===== src/pkg/mor_pkg.sv =====
/*
  Constants, register map and types of the machine origin return sequencer.
  Assumes a single 20 MHz clock and an APB register port with 32-bit data.
*/
package mor_pkg;

  // ----------------------------------------------------------------------
  // Timing
  // ----------------------------------------------------------------------
  localparam int unsigned CLK_HZ       = 20_000_000;
  localparam int unsigned CLK_NS       = 50;
  localparam int unsigned MS_PER_S     = 1000;
  localparam int unsigned MS_TICK_CYC  = CLK_HZ / MS_PER_S;
  localparam int unsigned CLR_TIME_MS  = 10;
  localparam int unsigned CLR_TIME_CYC = CLR_TIME_MS * MS_TICK_CYC;

  // ----------------------------------------------------------------------
  // Widths
  // ----------------------------------------------------------------------
  localparam int unsigned ADDR_W = 8;
  localparam int unsigned SPD_W  = 16;
  localparam int unsigned PHS_W  = 25;
  localparam int unsigned CNT_W  = 32;

  // ----------------------------------------------------------------------
  // Register offsets
  // ----------------------------------------------------------------------
  localparam logic [ADDR_W-1:0] OFS_CTRL   = 8'h00;
  localparam logic [ADDR_W-1:0] OFS_BIAS   = 8'h04;
  localparam logic [ADDR_W-1:0] OFS_RET    = 8'h08;
  localparam logic [ADDR_W-1:0] OFS_CREEP  = 8'h0c;
  localparam logic [ADDR_W-1:0] OFS_ACCEL  = 8'h10;
  localparam logic [ADDR_W-1:0] OFS_MOVE   = 8'h14;
  localparam logic [ADDR_W-1:0] OFS_DWELL  = 8'h18;
  localparam logic [ADDR_W-1:0] OFS_STATUS = 8'h1c;

  // ----------------------------------------------------------------------
  // Field positions
  // ----------------------------------------------------------------------
  localparam int unsigned CTRL_START_BIT = 0;
  localparam int unsigned CTRL_MTH_LSB   = 1;
  localparam int unsigned CTRL_DIR_BIT   = 3;
  localparam int unsigned ST_DONE_BIT    = 0;
  localparam int unsigned ST_REQ_BIT     = 1;
  localparam int unsigned ST_BUSY_BIT    = 2;
  localparam int unsigned ST_ERR_LSB     = 16;

  // ----------------------------------------------------------------------
  // Reset values and codes
  // ----------------------------------------------------------------------
  localparam logic [SPD_W-1:0] BIAS_RST  = 16'h0064;
  localparam logic [SPD_W-1:0] RET_RST   = 16'h03e8;
  localparam logic [SPD_W-1:0] CREEP_RST = 16'h00c8;
  localparam logic [SPD_W-1:0] ACCEL_RST = 16'h0064;
  localparam logic [CNT_W-1:0] MOVE_RST  = 32'h000003e8;
  localparam logic [SPD_W-1:0] DWELL_RST = 16'h03e8;
  localparam logic [15:0]      ERR_NONE  = 16'h0000;
  localparam logic [15:0]      ERR_ZERO_ON = 16'h04b0;

  typedef enum logic [1:0] {
    MTH_STOPPER1 = 2'h0,
    MTH_STOPPER2 = 2'h1,
    MTH_STOPPER3 = 2'h2,
    MTH_COUNT1   = 2'h3
  } mor_method_t;

  typedef enum logic [3:0] {
    SQ_IDLE  = 4'h1,
    SQ_FAST  = 4'h2,
    SQ_CREEP = 4'h4,
    SQ_CLEAR = 4'h8
  } mor_state_t;

endpackage : mor_pkg


===== src/pkg/mor_pg_if.sv =====
/*
  Link between the sequencer and its pulse generator: commanded rate and pulse.
  Assumes both ends run on the same clock.
*/
`timescale 1ns/1ps
interface mor_pg_if;
  import mor_pkg::*;
  logic [SPD_W-1:0] speed;
  logic             pulse;
  modport gen (input speed, output pulse);
  modport ctl (output speed, input pulse);
endinterface : mor_pg_if


===== src/rtl/mor_seq.sv =====
/*
  Machine origin return sequencer for one pulse-train axis, with APB registers.
  Assumes near-point dog and zero signal arrive asynchronously from the drive side.
*/
// Behaviour
// Stopper start on dog: run at creep speed.
// No retry; direction fixed for whole return.
// Start ramps bias to return speed, then holds.
// Dog on in fast phase: ramp to creep.
// Stopper 2/3 zero signal: stop pulses, clear.
// Clear lasts 10 ms, then done set, request cleared.
// Early zero ends return, abrupt stop.
// Zero active at start: error 1200, no return.
// Drive asserts zero only after stopper contact.
// Stopper 3 ramps bias to creep, no dog.
// Count 1: zero after movement amount ends return.
// Drive should limit torque at creep speed.
// No dog found: stay at return speed.
// Dog should be longer than stopper distance.
`timescale 1ns/1ps
module mor_seq #(
  parameter int unsigned CLR_CYC = mor_pkg::CLR_TIME_CYC,
  parameter int unsigned MS_CYC  = mor_pkg::MS_TICK_CYC
) (
  input  wire logic                      pclk,
  input  wire logic                      presetn,
  input  wire logic                      psel,
  input  wire logic                      penable,
  input  wire logic                      pwrite,
  input  wire logic [mor_pkg::ADDR_W-1:0] paddr,
  input  wire logic [31:0]               pwdata,
  output logic      [31:0]               prdata,
  output logic                           pready,
  output logic                           pslverr,
  input  wire logic                      near_dog_in,
  input  wire logic                      zero_sig_in,
  output logic                           pulse_out,
  output logic                           dir_out,
  output logic                           dev_clr_out,
  output logic                           axis_origin_done_flag,
  output logic                           axis_origin_request_flag
);
  import mor_pkg::*;

  mor_pg_if pg ();

  mor_pulse_gen u_gen (
    .pclk    (pclk),
    .presetn (presetn),
    .pg      (pg.gen)
  );

  // ----------------------------------------------------------------------
  // Input synchronisers
  // ----------------------------------------------------------------------
  logic dog_s1, dog_s2, zero_s1, zero_s2, zero_s3;

  always_ff @(posedge pclk or negedge presetn) begin
    if (!presetn) begin
      dog_s1  <= 1'b0;
      dog_s2  <= 1'b0;
      zero_s1 <= 1'b0;
      zero_s2 <= 1'b0;
      zero_s3 <= 1'b0;
    end else begin
      dog_s1  <= near_dog_in;
      dog_s2  <= dog_s1;
      zero_s1 <= zero_sig_in;
      zero_s2 <= zero_s1;
      zero_s3 <= zero_s2;
    end
  end

  wire logic zero_rise = zero_s2 & ~zero_s3;

  // ----------------------------------------------------------------------
  // APB slave and configuration
  // ----------------------------------------------------------------------
  mor_method_t      mth_reg, mth_next;
  logic             dir_cfg_reg, dir_cfg_next;
  logic [SPD_W-1:0] bias_reg, bias_next, ret_reg, ret_next, creep_reg, creep_next;
  logic [SPD_W-1:0] accel_reg, accel_next, dwell_reg, dwell_next;
  logic [CNT_W-1:0] move_reg, move_next;
  logic             start_reg, start_next;
  logic             pready_reg, pready_next, pslverr_reg, pslverr_next;
  logic [31:0]      prdata_reg, prdata_next;
  logic             wr_now;
  logic             err_wr;

  mor_state_t       state_reg, state_next;
  logic             done_reg, done_next, req_reg, req_next;
  logic [15:0]      err_reg, err_next;

  function automatic logic addr_ok(input logic [ADDR_W-1:0] a);
    addr_ok = (a == OFS_CTRL) || (a == OFS_BIAS) || (a == OFS_RET) ||
              (a == OFS_CREEP) || (a == OFS_ACCEL) || (a == OFS_MOVE) ||
              (a == OFS_DWELL) || (a == OFS_STATUS);
  endfunction : addr_ok

  always_comb begin
    mth_next     = mth_reg;
    dir_cfg_next = dir_cfg_reg;
    bias_next    = bias_reg;
    ret_next     = ret_reg;
    creep_next   = creep_reg;
    accel_next   = accel_reg;
    move_next    = move_reg;
    dwell_next   = dwell_reg;
    wr_now       = psel & penable & pready_reg & pwrite & addr_ok(paddr);
    err_wr       = wr_now && (paddr == OFS_STATUS);
    start_next   = 1'b0;
    pready_next  = psel & ~penable;
    pslverr_next = psel & ~penable & ~addr_ok(paddr);
    prdata_next  = prdata_reg;
    if (psel && !penable) begin
      prdata_next = '0;
      if (paddr == OFS_CTRL) begin
        prdata_next[CTRL_MTH_LSB +: 2] = mth_reg;
        prdata_next[CTRL_DIR_BIT]      = dir_cfg_reg;
      end else if (paddr == OFS_BIAS) begin
        prdata_next[SPD_W-1:0] = bias_reg;
      end else if (paddr == OFS_RET) begin
        prdata_next[SPD_W-1:0] = ret_reg;
      end else if (paddr == OFS_CREEP) begin
        prdata_next[SPD_W-1:0] = creep_reg;
      end else if (paddr == OFS_ACCEL) begin
        prdata_next[SPD_W-1:0] = accel_reg;
      end else if (paddr == OFS_MOVE) begin
        prdata_next = move_reg;
      end else if (paddr == OFS_DWELL) begin
        prdata_next[SPD_W-1:0] = dwell_reg;
      end else if (paddr == OFS_STATUS) begin
        prdata_next[ST_DONE_BIT]     = done_reg;
        prdata_next[ST_REQ_BIT]      = req_reg;
        prdata_next[ST_BUSY_BIT]     = (state_reg != SQ_IDLE);
        prdata_next[ST_ERR_LSB +: 16] = err_reg;
      end
    end
    if (wr_now) begin
      if (paddr == OFS_CTRL) begin
        mth_next     = mor_method_t'(pwdata[CTRL_MTH_LSB +: 2]);
        dir_cfg_next = pwdata[CTRL_DIR_BIT];
        start_next   = pwdata[CTRL_START_BIT] && (state_reg == SQ_IDLE);
      end else if (paddr == OFS_BIAS) begin
        bias_next = pwdata[SPD_W-1:0];
      end else if (paddr == OFS_RET) begin
        ret_next = pwdata[SPD_W-1:0];
      end else if (paddr == OFS_CREEP) begin
        creep_next = pwdata[SPD_W-1:0];
      end else if (paddr == OFS_ACCEL) begin
        accel_next = pwdata[SPD_W-1:0];
      end else if (paddr == OFS_MOVE) begin
        move_next = pwdata;
      end else if (paddr == OFS_DWELL) begin
        dwell_next = pwdata[SPD_W-1:0];
      end
    end
  end

  always_ff @(posedge pclk or negedge presetn) begin
    if (!presetn) begin
      mth_reg     <= MTH_STOPPER1;
      dir_cfg_reg <= 1'b0;
      bias_reg    <= BIAS_RST;
      ret_reg     <= RET_RST;
      creep_reg   <= CREEP_RST;
      accel_reg   <= ACCEL_RST;
      move_reg    <= MOVE_RST;
      dwell_reg   <= DWELL_RST;
      start_reg   <= 1'b0;
      pready_reg  <= 1'b0;
      pslverr_reg <= 1'b0;
      prdata_reg  <= '0;
    end else begin
      mth_reg     <= mth_next;
      dir_cfg_reg <= dir_cfg_next;
      bias_reg    <= bias_next;
      ret_reg     <= ret_next;
      creep_reg   <= creep_next;
      accel_reg   <= accel_next;
      move_reg    <= move_next;
      dwell_reg   <= dwell_next;
      start_reg   <= start_next;
      pready_reg  <= pready_next;
      pslverr_reg <= pslverr_next;
      prdata_reg  <= prdata_next;
    end
  end

  // ----------------------------------------------------------------------
  // Origin return sequencer
  // ----------------------------------------------------------------------
  logic [31:0]      clr_reg, clr_next, msdiv_reg, msdiv_next;
  logic [CNT_W-1:0] pcnt_reg, pcnt_next;
  logic [SPD_W-1:0] dwc_reg, dwc_next;
  logic             tick_reg, tick_next, dogseen_reg, dogseen_next;
  logic             dir_reg, dir_next;
  logic             is_stp, stop_now;

  always_comb begin
    state_next   = state_reg;
    clr_next     = clr_reg;
    pcnt_next    = pcnt_reg;
    dwc_next     = dwc_reg;
    dogseen_next = dogseen_reg;
    dir_next     = dir_reg;
    done_next    = done_reg;
    req_next     = req_reg;
    err_next     = err_reg;
    tick_next    = (msdiv_reg == MS_CYC - 1);
    msdiv_next   = tick_next ? '0 : msdiv_reg + 32'h00000001;
    is_stp       = (mth_reg == MTH_STOPPER2) || (mth_reg == MTH_STOPPER3);
    stop_now     = 1'b0;
    if (err_wr) begin
      err_next = ERR_NONE;
    end
    case (state_reg)
      SQ_IDLE: begin
        if (start_reg) begin
          if (is_stp && zero_s2) begin
            err_next = ERR_ZERO_ON;
          end else begin
            req_next     = 1'b1;
            done_next    = 1'b0;
            pcnt_next    = '0;
            dwc_next     = '0;
            dir_next     = dir_cfg_reg;
            dogseen_next = dog_s2 && (mth_reg != MTH_STOPPER3);
            if (mth_reg == MTH_STOPPER3) begin
              state_next = SQ_CREEP;
            end else if (dog_s2 && mth_reg != MTH_COUNT1) begin
              state_next = SQ_CREEP;
            end else begin
              state_next = SQ_FAST;
            end
          end
        end
      end
      SQ_FAST: begin
        if (is_stp && zero_rise) begin
          stop_now = 1'b1;
        end else if (dog_s2) begin
          state_next   = SQ_CREEP;
          dogseen_next = 1'b1;
        end
      end
      SQ_CREEP: begin
        if (dogseen_reg && pg.pulse && pcnt_reg != '1) begin
          pcnt_next = pcnt_reg + 32'h00000001;
        end
        if (dogseen_reg && tick_reg && dwc_reg != '1) begin
          dwc_next = dwc_reg + 16'h0001;
        end
        if (is_stp && zero_rise) begin
          stop_now = 1'b1;
        end else if (mth_reg == MTH_COUNT1 && dogseen_reg && zero_rise &&
                     pcnt_reg >= move_reg) begin
          stop_now = 1'b1;
        end else if (mth_reg == MTH_STOPPER1 && dogseen_reg && dwc_reg >= dwell_reg) begin
          stop_now = 1'b1;
        end
      end
      SQ_CLEAR: begin
        clr_next = clr_reg + 32'h00000001;
        if (clr_reg == CLR_CYC - 1) begin
          state_next = SQ_IDLE;
          done_next  = 1'b1;
          req_next   = 1'b0;
        end
      end
      default: state_next = SQ_IDLE;
    endcase
    if (stop_now) begin
      state_next = SQ_CLEAR;
      clr_next   = '0;
    end
  end

  always_ff @(posedge pclk or negedge presetn) begin
    if (!presetn) begin
      state_reg   <= SQ_IDLE;
      clr_reg     <= '0;
      msdiv_reg   <= '0;
      tick_reg    <= 1'b0;
      pcnt_reg    <= '0;
      dwc_reg     <= '0;
      dogseen_reg <= 1'b0;
      dir_reg     <= 1'b0;
      done_reg    <= 1'b0;
      req_reg     <= 1'b1;
      err_reg     <= ERR_NONE;
    end else begin
      state_reg   <= state_next;
      clr_reg     <= clr_next;
      msdiv_reg   <= msdiv_next;
      tick_reg    <= tick_next;
      pcnt_reg    <= pcnt_next;
      dwc_reg     <= dwc_next;
      dogseen_reg <= dogseen_next;
      dir_reg     <= dir_next;
      done_reg    <= done_next;
      req_reg     <= req_next;
      err_reg     <= err_next;
    end
  end

  // ----------------------------------------------------------------------
  // Speed ramp
  // ----------------------------------------------------------------------
  logic [SPD_W-1:0] rst_reg, rst_next, el_reg, el_next, spd_reg, spd_next, tgt;
  logic             pls_reg, clro_reg;

  function automatic logic [SPD_W-1:0] ramp_spd(input logic [SPD_W-1:0] s, t, e, a);
    logic signed [33:0] d;
    logic signed [33:0] q;
    d = $signed({18'h00000, t}) - $signed({18'h00000, s});
    q = '0;
    if (e < a) begin
      q = (d * $signed({18'h00000, e})) / $signed({18'h00000, a});
    end
    ramp_spd = (e >= a) ? t : s + q[SPD_W-1:0];
  endfunction : ramp_spd

  always_comb begin
    rst_next = rst_reg;
    el_next  = el_reg;
    tgt      = (state_reg == SQ_FAST) ? ret_reg : creep_reg;
    if (state_reg == SQ_IDLE) begin
      rst_next = bias_reg;
      el_next  = '0;
    end else if (state_reg == SQ_FAST && state_next == SQ_CREEP) begin
      rst_next = spd_reg;
      el_next  = '0;
    end else if (tick_reg && el_reg < accel_reg) begin
      el_next = el_reg + 16'h0001;
    end
    if (state_next == SQ_FAST || state_next == SQ_CREEP) begin
      spd_next = ramp_spd(rst_next, (state_next == SQ_FAST) ? ret_reg : creep_reg,
                          el_next, accel_reg);
    end else begin
      spd_next = '0;
    end
  end

  always_ff @(posedge pclk or negedge presetn) begin
    if (!presetn) begin
      rst_reg  <= '0;
      el_reg   <= '0;
      spd_reg  <= '0;
      pls_reg  <= 1'b0;
      clro_reg <= 1'b0;
    end else begin
      rst_reg  <= rst_next;
      el_reg   <= el_next;
      spd_reg  <= spd_next;
      pls_reg  <= pg.pulse && (state_next == SQ_FAST || state_next == SQ_CREEP);
      clro_reg <= (state_next == SQ_CLEAR);
    end
  end

  assign pg.speed                 = spd_reg;
  assign prdata                   = prdata_reg;
  assign pready                   = pready_reg;
  assign pslverr                  = pslverr_reg;
  assign pulse_out                = pls_reg;
  assign dir_out                  = dir_reg;
  assign dev_clr_out              = clro_reg;
  assign axis_origin_done_flag    = done_reg;
  assign axis_origin_request_flag = req_reg;

endmodule : mor_seq


===== src/rtl/mor_pulse_gen.sv =====
/*
  Pulse train generator: emits one-cycle pulses at the commanded rate in Hz.
  Assumes a clock of CLK_HZ; a speed of zero stops output and clears the phase.
*/
`timescale 1ns/1ps
module mor_pulse_gen (
  input wire logic pclk,
  input wire logic presetn,
  mor_pg_if.gen    pg
);
  import mor_pkg::*;

  localparam logic [PHS_W-1:0] PHS_WRAP = PHS_W'(CLK_HZ);

  logic [PHS_W-1:0] phs_reg;
  logic [PHS_W-1:0] phs_next;
  logic             pls_reg;
  logic             pls_next;
  logic [PHS_W-1:0] sum;

  // ----------------------------------------------------------------------
  // Phase accumulator
  // ----------------------------------------------------------------------
  always_comb begin
    sum      = phs_reg + PHS_W'(pg.speed);
    pls_next = 1'b0;
    phs_next = sum;
    if (pg.speed == '0) begin
      phs_next = '0;
    end else if (sum >= PHS_WRAP) begin
      phs_next = sum - PHS_WRAP;
      pls_next = 1'b1;
    end
  end

  always_ff @(posedge pclk or negedge presetn) begin
    if (!presetn) begin
      phs_reg <= '0;
      pls_reg <= 1'b0;
    end else begin
      phs_reg <= phs_next;
      pls_reg <= pls_next;
    end
  end

  assign pg.pulse = pls_reg;

endmodule : mor_pulse_gen


===== config.mk =====
export PLATFORM = sky130hd
export DESIGN_NAME = mor_seq
export DESIGN_NICKNAME = d
export VERILOG_FILES = /design/src/pkg/mor_pkg.sv /design/src/pkg/mor_pg_if.sv /design/src/rtl/mor_seq.sv /design/src/rtl/mor_pulse_gen.sv
export SDC_FILE = /design/constraint.sdc
export NUM_CORES = 2
export LEC_CHECK = 0
export BUFFER_PORTS_ARGS = -buffer_cell sky130_fd_sc_hd__buf_4
export CORE_MARGIN = 2
export CORE_UTILIZATION = 33
export CTS_CLUSTER_SIZE = 14
export DETAILED_ROUTE_END_ITERATION = 7
export GPL_TIMING_DRIVEN = 0
export SYNTH_ARGS = -nofsm -noshare
export SYNTH_HDL_FRONTEND = slang
export SYNTH_SLANG_ARGS = --single-unit

===== constraint.sdc =====
create_clock -name pclk -period 233.9 [get_ports pclk]
set_input_delay 23.39 -clock pclk [delete_from_list [all_inputs] [get_ports pclk]]
set_output_delay 23.39 -clock pclk [all_outputs]
set_load 0.05 [all_outputs]

==> After elaboration in Yosys (flattened, before gate mapping) <==
Index checks and enable logic that the tools add are counted.
{ "word_totals": {"reg_bits": 368, "in_bits": 47, "out_inout_bits": 39, "elab_cells": 223} }
{ "classes": {"add_sub_neg": 9, "multipliers": 1, "div": 1, "magnitude_cmp": 6, "n_eq_ne": 31, "n_mux": 75, "n_bitwise": 17, "n_reduce_logical": 48} }
{ "ops": {"columns": ["operator", "count"], "rows": [
  ["16-bit two-way mux", 27],
  ["32-bit two-way mux", 7],
  ["32-bit by 1-bit adder with 32-bit output, second input constant", 3],
  ["32-bit case mux with 2 select lines", 1],
  ["25-bit two-way mux", 2],
  ["34-bit by 17-bit divider with 34-bit output", 1],
  ["17-bit by 17-bit multiplier with 34-bit output", 1],
  ["16-bit by 1-bit adder with 16-bit output, second input constant", 2],
  ["32-bit by 15-bit equality test with 1-bit output, second input constant", 1],
  ["32-bit by 18-bit equality test with 1-bit output, second input constant", 1],
  ["8-bit by 5-bit equality test with 1-bit output, second input constant", 4],
  ["16-bit greater-or-equal comparator", 2],
  ["32-bit greater-or-equal comparator", 1],
  ["16-bit less-than comparator", 2],
  ["32-bit != test, second input constant", 1],
  ["16-bit case mux with 2 select lines", 1],
  ["28-bit two-way mux", 1],
  ["25-bit by 16-bit adder with 25-bit output", 1],
  ["25-bit greater-or-equal comparator, second input constant", 1],
  ["25-bit subtractor, second input constant", 1],
  ["4-bit two-way mux", 6],
  ["1-bit logical AND", 19],
  ["1-bit two-way mux", 19],
  ["2-bit != test, second input constant", 9],
  ["other kinds (31)", 74]
]} }

==> Logic depth before layout (Yosys ltp) <==
{ "logic_depth": {"word_depth": 20, "mapped_depth": 643, "depth_no_buf": 596} }

==> Modules after synthesis <==
Synthesis repeated with hierarchy kept, for this count alone.
{ "hier_totals": {"hier_cells": 7292, "area_unflattened_um2": 58564.9} }
{ "by_module_without_submodules": {"columns": ["mod", "n_inst", "cells_each", "area_per_inst_um2", "seq_area_each_um2"], "rows": [
  ["mor_seq", 1, 6973, 55962.4, 8594.5],
  ["mor_pulse_gen", 1, 319, 2602.5, 650.6]
]} }

==> Worst setup path before layout <==
OpenSTA, ideal clock, no wires.
{ "synth_path": {"kind": "reg-to-reg", "startpoint": "register pcnt_reg[0]", "endpoint": "register spd_reg[15], in the netlist pg.speed[15]", "setup_ns": 0.099, "arrival_time_ns": 117.491, "required_ns": 233.801, "path_slack_ns": 116.309, "path_stages_with_launch": 618, "path_buffers": 58, "synth_period_minus_slack_ns": 117.591, "cell_sequence": "dfrtp_1 inv_1 ha_1 nand2b_1 a21o_1 a21o_1 a21oi_1 o21ai_0 a21o_1 a21oi_1 o21ai_0 a21o_1 a21oi_1 o21ai_0 a21o_1 a21o_1 a21oi_1 nor2b_1 [582 not listed] a21o_1 a21o_1 a21o_1 a21oi_1 o21bai_1 a21oi_1 o21bai_1 a21oi_1 o21bai_1 a21oi_1 o21bai_1 a21oi_1 o21bai_1 a21oi_1 xnor2_1 xnor2_1 nand3_1 a311oi_1"} }
{ "synth_between": {"elab_chain_len": 18, "word_cells_on_any_way": 25, "classes_between": "add/sub (2); mul (1); div (1); order compare (3); eq/ne (2); mux (13); reduce/logical (3)"} }
{ "synth_lines": {"columns": ["item", "line_no", "source"], "rows": [
  ["start: declaration", "mor_seq.sv:194", "logic [CNT_W-1:0] pcnt_reg, pcnt_next;"],
  ["start signal: assignment", "mor_seq.sv:297", "pcnt_reg <= pcnt_next;"],
  ["32-bit greater-or-equal comparator *", "mor_seq.sv:257", "pcnt_reg >= move_reg) begin"],
  ["1-bit logical AND *", "mor_seq.sv:256", "end else if (mth_reg == MTH_COUNT1 && dogseen_reg && zero_rise &&"],
  ["1-bit two-way mux *", "mor_seq.sv:256", null],
  ["1-bit two-way mux *", "mor_seq.sv:254", "if (is_stp && zero_rise) begin"],
  ["1-bit case mux with 2 select lines *", "mor_seq.sv:217", "case (state_reg)"],
  ["4-bit two-way mux *", "mor_seq.sv:273", "if (stop_now) begin"],
  ["4-bit by 3-bit equality test with 1-bit output", "mor_seq.sv:331, mor_seq.sv:337", null],
  ["1-bit logical AND", "mor_seq.sv:331", "end else if (state_reg == SQ_FAST && state_next == SQ_CREEP) begin"],
  ["[3 not listed]", null, null],
  ["17-bit by 17-bit multiplier with 34-bit output", "mor_seq.sv:319", "q = (d * $signed({18'h00000, e})) / $signed({18'h00000, a});"],
  ["34-bit by 17-bit divider with 34-bit output", "mor_seq.sv:319", null],
  ["16-bit two-way mux", "mor_seq.sv:318", "if (e < a) begin"],
  ["16-bit two-way mux", "mor_seq.sv:337", "if (state_next == SQ_FAST || state_next == SQ_CREEP) begin"],
  ["16-bit adder", "mor_seq.sv:321", "ramp_spd = (e >= a) ? t : s + q[SPD_W-1:0];"],
  ["16-bit two-way mux", "mor_seq.sv:321", null],
  ["16-bit two-way mux *", "mor_seq.sv:337", null],
  ["named net spd_next[15]", "mor_seq.sv:310", "logic [SPD_W-1:0] rst_reg, rst_next, el_reg, el_next, spd_reg, spd_next, tgt;"],
  ["end signal: assignment", "mor_seq.sv:355", "spd_reg <= spd_next;"],
  ["end: declaration", "mor_seq.sv:310", null]
]} }
The timed path passes the listed nets; every way through them passes the cells marked *. The select of a mux whose other input is x is not followed.
A chain may end at the register's enable or synchronous reset.

==> Final worst setup path <==
{ "layout_path": {"startpoint": "register pcnt_reg[0]", "endpoint": "register spd_reg[15], in the netlist pg.speed[15]"} }
{ "layout_between": {"elab_chain_len": 18, "word_cells_on_any_way": 25, "classes_between": "add/sub (2); mul (1); div (1); order compare (3); eq/ne (2); mux (13); reduce/logical (3)"} }
{ "layout_lines": {"columns": ["item", "line_no", "source"], "rows": [
  ["32-bit greater-or-equal comparator *", "mor_seq.sv:257", null],
  ["1-bit logical AND *", "mor_seq.sv:256", null],
  ["1-bit two-way mux *", "mor_seq.sv:256", null],
  ["1-bit two-way mux *", "mor_seq.sv:254", null],
  ["1-bit case mux with 2 select lines *", "mor_seq.sv:217", null],
  ["4-bit two-way mux *", "mor_seq.sv:273", null],
  ["named net state_next[1]", "mor_seq.sv:90", "mor_state_t state_reg, state_next;"],
  ["4-bit by 3-bit equality test with 1-bit output", "mor_seq.sv:331, mor_seq.sv:337", null],
  ["[4 not listed]", null, null],
  ["17-bit by 17-bit multiplier with 34-bit output", "mor_seq.sv:319", null],
  ["34-bit by 17-bit divider with 34-bit output", "mor_seq.sv:319", null],
  ["16-bit two-way mux", "mor_seq.sv:318", null],
  ["16-bit two-way mux", "mor_seq.sv:337", null],
  ["16-bit adder", "mor_seq.sv:321", null],
  ["16-bit two-way mux", "mor_seq.sv:321", null],
  ["16-bit two-way mux *", "mor_seq.sv:337", null],
  ["named net spd_next[15]", "mor_seq.sv:310", null]
]} }
Marked as above.

==> results.txt <==
----------------------------------------------------
[Power]
  Static leakage ... 30.7 nW
  Share of total power in the clock network ... 52.0%
  Power Density ... 2.30 nW/um^2
  Combinational share of power ... 2.9%
  Psw ... about 34 uW
  Peak supply drop ... 0.00697 mV
  Switching share of power ... about a quarter
  Internal power ... ~110 uW
  Proportion of power drawn by flip-flops and latches ... 45.1%

[Clock tree]
  Maximum number of buffers from clock root to sink ... 3
  Count of clock tree sinks ... 368
  Reg clk slew, reported paths ... 0.06 ns
  Number of cells upsized or downsized after cts ... 0
  Postcts setup bufs ... 0
  Master cell of the clock root buffer ... clkbuf_16
  Insertion delay of the later-clocked pin in the worst-skew pair ... 0.64 ns
  Hold buffer count at CTS ... 0
  H-tree levels ... 2
  CTS tree ... yes
  Clock buffer count from CTS ... 44

[Worst hold path]
  Worst hold path type ... reg2reg
  Worst hold path depth ... 0

[Layout]
  Final layout net count ... 8206
  Most common library cell in the layout ignoring fill and taps ... nand2_1
  Area growth syn-to-layout ... 9.44%
  Fillers ... 17390
  Fin cells ... 9488
  Fraction of final layout cells with drive strength greater than 1 ... 7.70%
  Most used cells in the layout excluding fill and tap cells ... nand2_1 (805), nor2_1 (703), ha_1 (651)

[Synth]
  Number of enable-type register cells in the synthesized netlist ... 0
  Post-synthesis average cell area ... 7.95 sq um
  Net count after synthesis ... 8062
  Async set-or-reset flop fraction in the synthesized netlist ... 100%
  Post-Synth Simple-Gate Area ... 21.6%
  Yosys warning total ... 0
  Top flip-flop cell by instance count after synthesis ... dfrtp_1
  Largest family of logic cells by synthesized area ... adder cells
  Count of different cell masters after synthesis ... 126
  Synthesized-area fraction occupied by ao, oa, aoi and oai cells ... around a fifth
  Seq/Total Area, Yosys ... 16.4%
  Synthesized-area fraction occupied by xor and xnor cells ... 6.85%
  Number of synthesized register bits ... 368
  Synth Area in Adders ... 24.3%
  Number of instances in the synthesized netlist ... 7089
  Total standard cell area after synthesis ... 56400 sq um
  Proportion of synthesized area in mux cells ... 4.53%

[Detailed routing]
  Routed WL ... ~180000 um
  Vias per std cell ... about 5.6
  Violation count after the first detailed-route iteration ... 3893
  Via total after detailed routing ... 52708
  First-pass detailed-route iteration total ... 6
  Detail-routed net length per standard cell ... around 19 um
  Remaining antenna violation count ... 0
  Final routed DRC violation total ... 0

[STA]
  Setup Total Neg Slack ... 0 ns
  Setup repair after global routing missed its margin ... no
  Max-slew headroom ... 2.30%
  Crit share post-route ... ~63%
  Final count of negative-setup-slack endpoints ... 0
  Setup skew after layout ... 0.0509 ns
  Maximum operating frequency ... ~6.8 MHz
  Actual transition at the worst max-transition pin ... 1.45 ns
  Shortest period the worst path allows ... 148.09 ns
  Max-slew violation count ... 0
  Number of hold-slack violations in the final timing report ... 0

[Worst setup path]
  Arrival @ worst endpoint ... 148.55 ns
  Largest stage delay, worst path ... 1.18 ns
  Crit path kind ... reg2reg
  Required time worst endpoint ... 234.36 ns
  Top fanout value on the critical path ... 10
  Type of origin of the critical path ... flip-flop
  R2R depth ... approximately 620
  Worst-path cell with the longest stage delay ... nor3_1
  Most numerous cell on the critical path ... o21a_1
  Kind of end point of the critical path ... flip-flop

[Floorplan]
  Die outline area ... 174000 sq um
  Horizontal die dimension ... 417 um
  Row cnt ... 151
  DIE HEIGHT ... 417 um
  Top-level I/O count ... 86
  Starting utilization of the core area ... 33.3%
  Core outline area ... 169000 sq um

[Placed design]
  Number of port buffers ... 83
  RD Place Congestion ... 0.946
  Cell count after placement ... 9404
  Post-DP HPWL ... between 100000 and 150000 um

[Global route]
  Maximum number of pins on one net before global-route repair ... 108
  Number of global-route vias before repair ... ~52000
  GRT Resource Usage Total ... between 20% and 30%
  Remaining Overflow, GRT ... 0
  Global-route wire length before repair ... 289000 um
  Number of antenna violations at the first check in global routing ... 4

[Status]
  Outcome ... complete, no violations

[Flow run]
  Max cap viols ... 0

----------------------------------------------------
per-layer routing:
| layer | GRT usage [%] | wire length, um | up-vias |
|---|---|---|---|
| li1 | - | - | 25464 |
| met1 | 27.9 | 83000 | 25582 |
| met2 | 34.3 | 83600 | 1415 |
| met3 | 2.29 | 9840 | 247 |
| met4 | 5.18 | 4560 | 0 |
| met5 | 0 | 0 | - |
cell families (layout without fill, tap and decap cells):
group / Yosys count / count (layout)
compound gates: 1773 / 1773
xor+xnor: 441 / 441
fa+ha+maj: 930 / 930
buf+inv: 753 / 933
flops: 368 / 368
mux: 233 / 233
other cells: 0 / 1
simple gates: 2591 / 2591
path summary, 6_finish.rpt:
check                           slack (ns)   startpoint       endpoint
worst min-delay path                  0.35      zero_s1        zero_s2
worst max-delay path                 85.81  pcnt_reg[0]   pg.speed[15]
worst max register to register       85.81  pcnt_reg[0]   pg.speed[15]
worst min register to register        0.35      zero_s1        zero_s2
min in group asynchronous            22.57      presetn  msdiv_reg[29]
max in group asynchronous           209.74      presetn   dwell_reg[7]
worst max-delay path, delay by kind of cell, from the launching register on:
family                   cells  cell delay (ns)
AO/OA/AOI/OAI              340            73.91
AND/OR/NAND/NOR            149            31.02
buffers and inverters       71            22.98
multiplexers                 8             2.48
adder cells (fa/ha/maj)     43            14.54
XOR/XNOR                     6             2.07
flip-flops                   1             0.42
synth_stat cells (50+ instances only):
library cell / instances / area (sq um)
dfrtp_1: 339 / 8480
nand2_1: 805 / 3020
and2_1: 61 / 382
o21bai_1: 53 / 398
nand3_1: 155 / 776
nor2b_1: 68 / 425
fa_1: 275 / 5510
mux2i_1: 72 / 721
o31ai_1: 147 / 1100
xnor2_1: 255 / 2230
or2_2: 76 / 475
xor2_1: 186 / 1630
a21o_1: 125 / 938
a31oi_1: 50 / 313
ha_1: 651 / 8150
o21ai_0: 349 / 1750
o21a_1: 275 / 2060
nand4_1: 71 / 444
clkbuf_1: 170 / 638
nor2_1: 703 / 2640
a21oi_1: 388 / 1940
inv_1: 538 / 2020
nor3_1: 298 / 1490
mux2_2: 153 / 1720
or3_1: 67 / 419
nand2b_1: 77 / 482
layout make-up:
cell class / count / area, sq um / area share [%]
multi-input cells: 5968 / 44300 / 71.8
flip-flops and latches: 368 / 9250 / 15.0
well taps: 2218 / 2780 / 4.50
inverters: 545 / 2050 / 3.32
clock buffers: 61 / 1250 / 2.03
repair buffers: 98 / 976 / 1.58
plain buffers: 208 / 831 / 1.35
clock inverters: 21 / 287 / 0.464
diodes: 1 / 2.50 / 0.00406
metrics by stage:
stage	hold slack, ns	instance area, sq um	setup slack (ns)	utilization (%)	power, mW
after floorplan	0.331	56400	116.31	-	0.0661
after global placement	0.333	59800	89.29	35.3	0.0690
after detailed placement	0.336	60100	87.95	35.5	0.0692
after CTS	0.351	61700	87.16	36.4	0.144
after global routing	0.353	61700	74.10	36.4	0.146
final	0.347	61700	85.81	36.4	0.142
power by group through the flow:
stage	clock network, mW	logic, mW	registers (mW)
2_1_floorplan	0	0.000695	0.0654
3_3_place_gp	0	0.00384	0.0651
3_5_place_dp	0	0.00413	0.0651
4_1_cts	0.0754	0.00413	0.0640
5_1_grt	0.0779	0.00446	0.0640
6_report	0.0737	0.00405	0.0640
No activity file was read; power rests on OpenSTA's default activity.
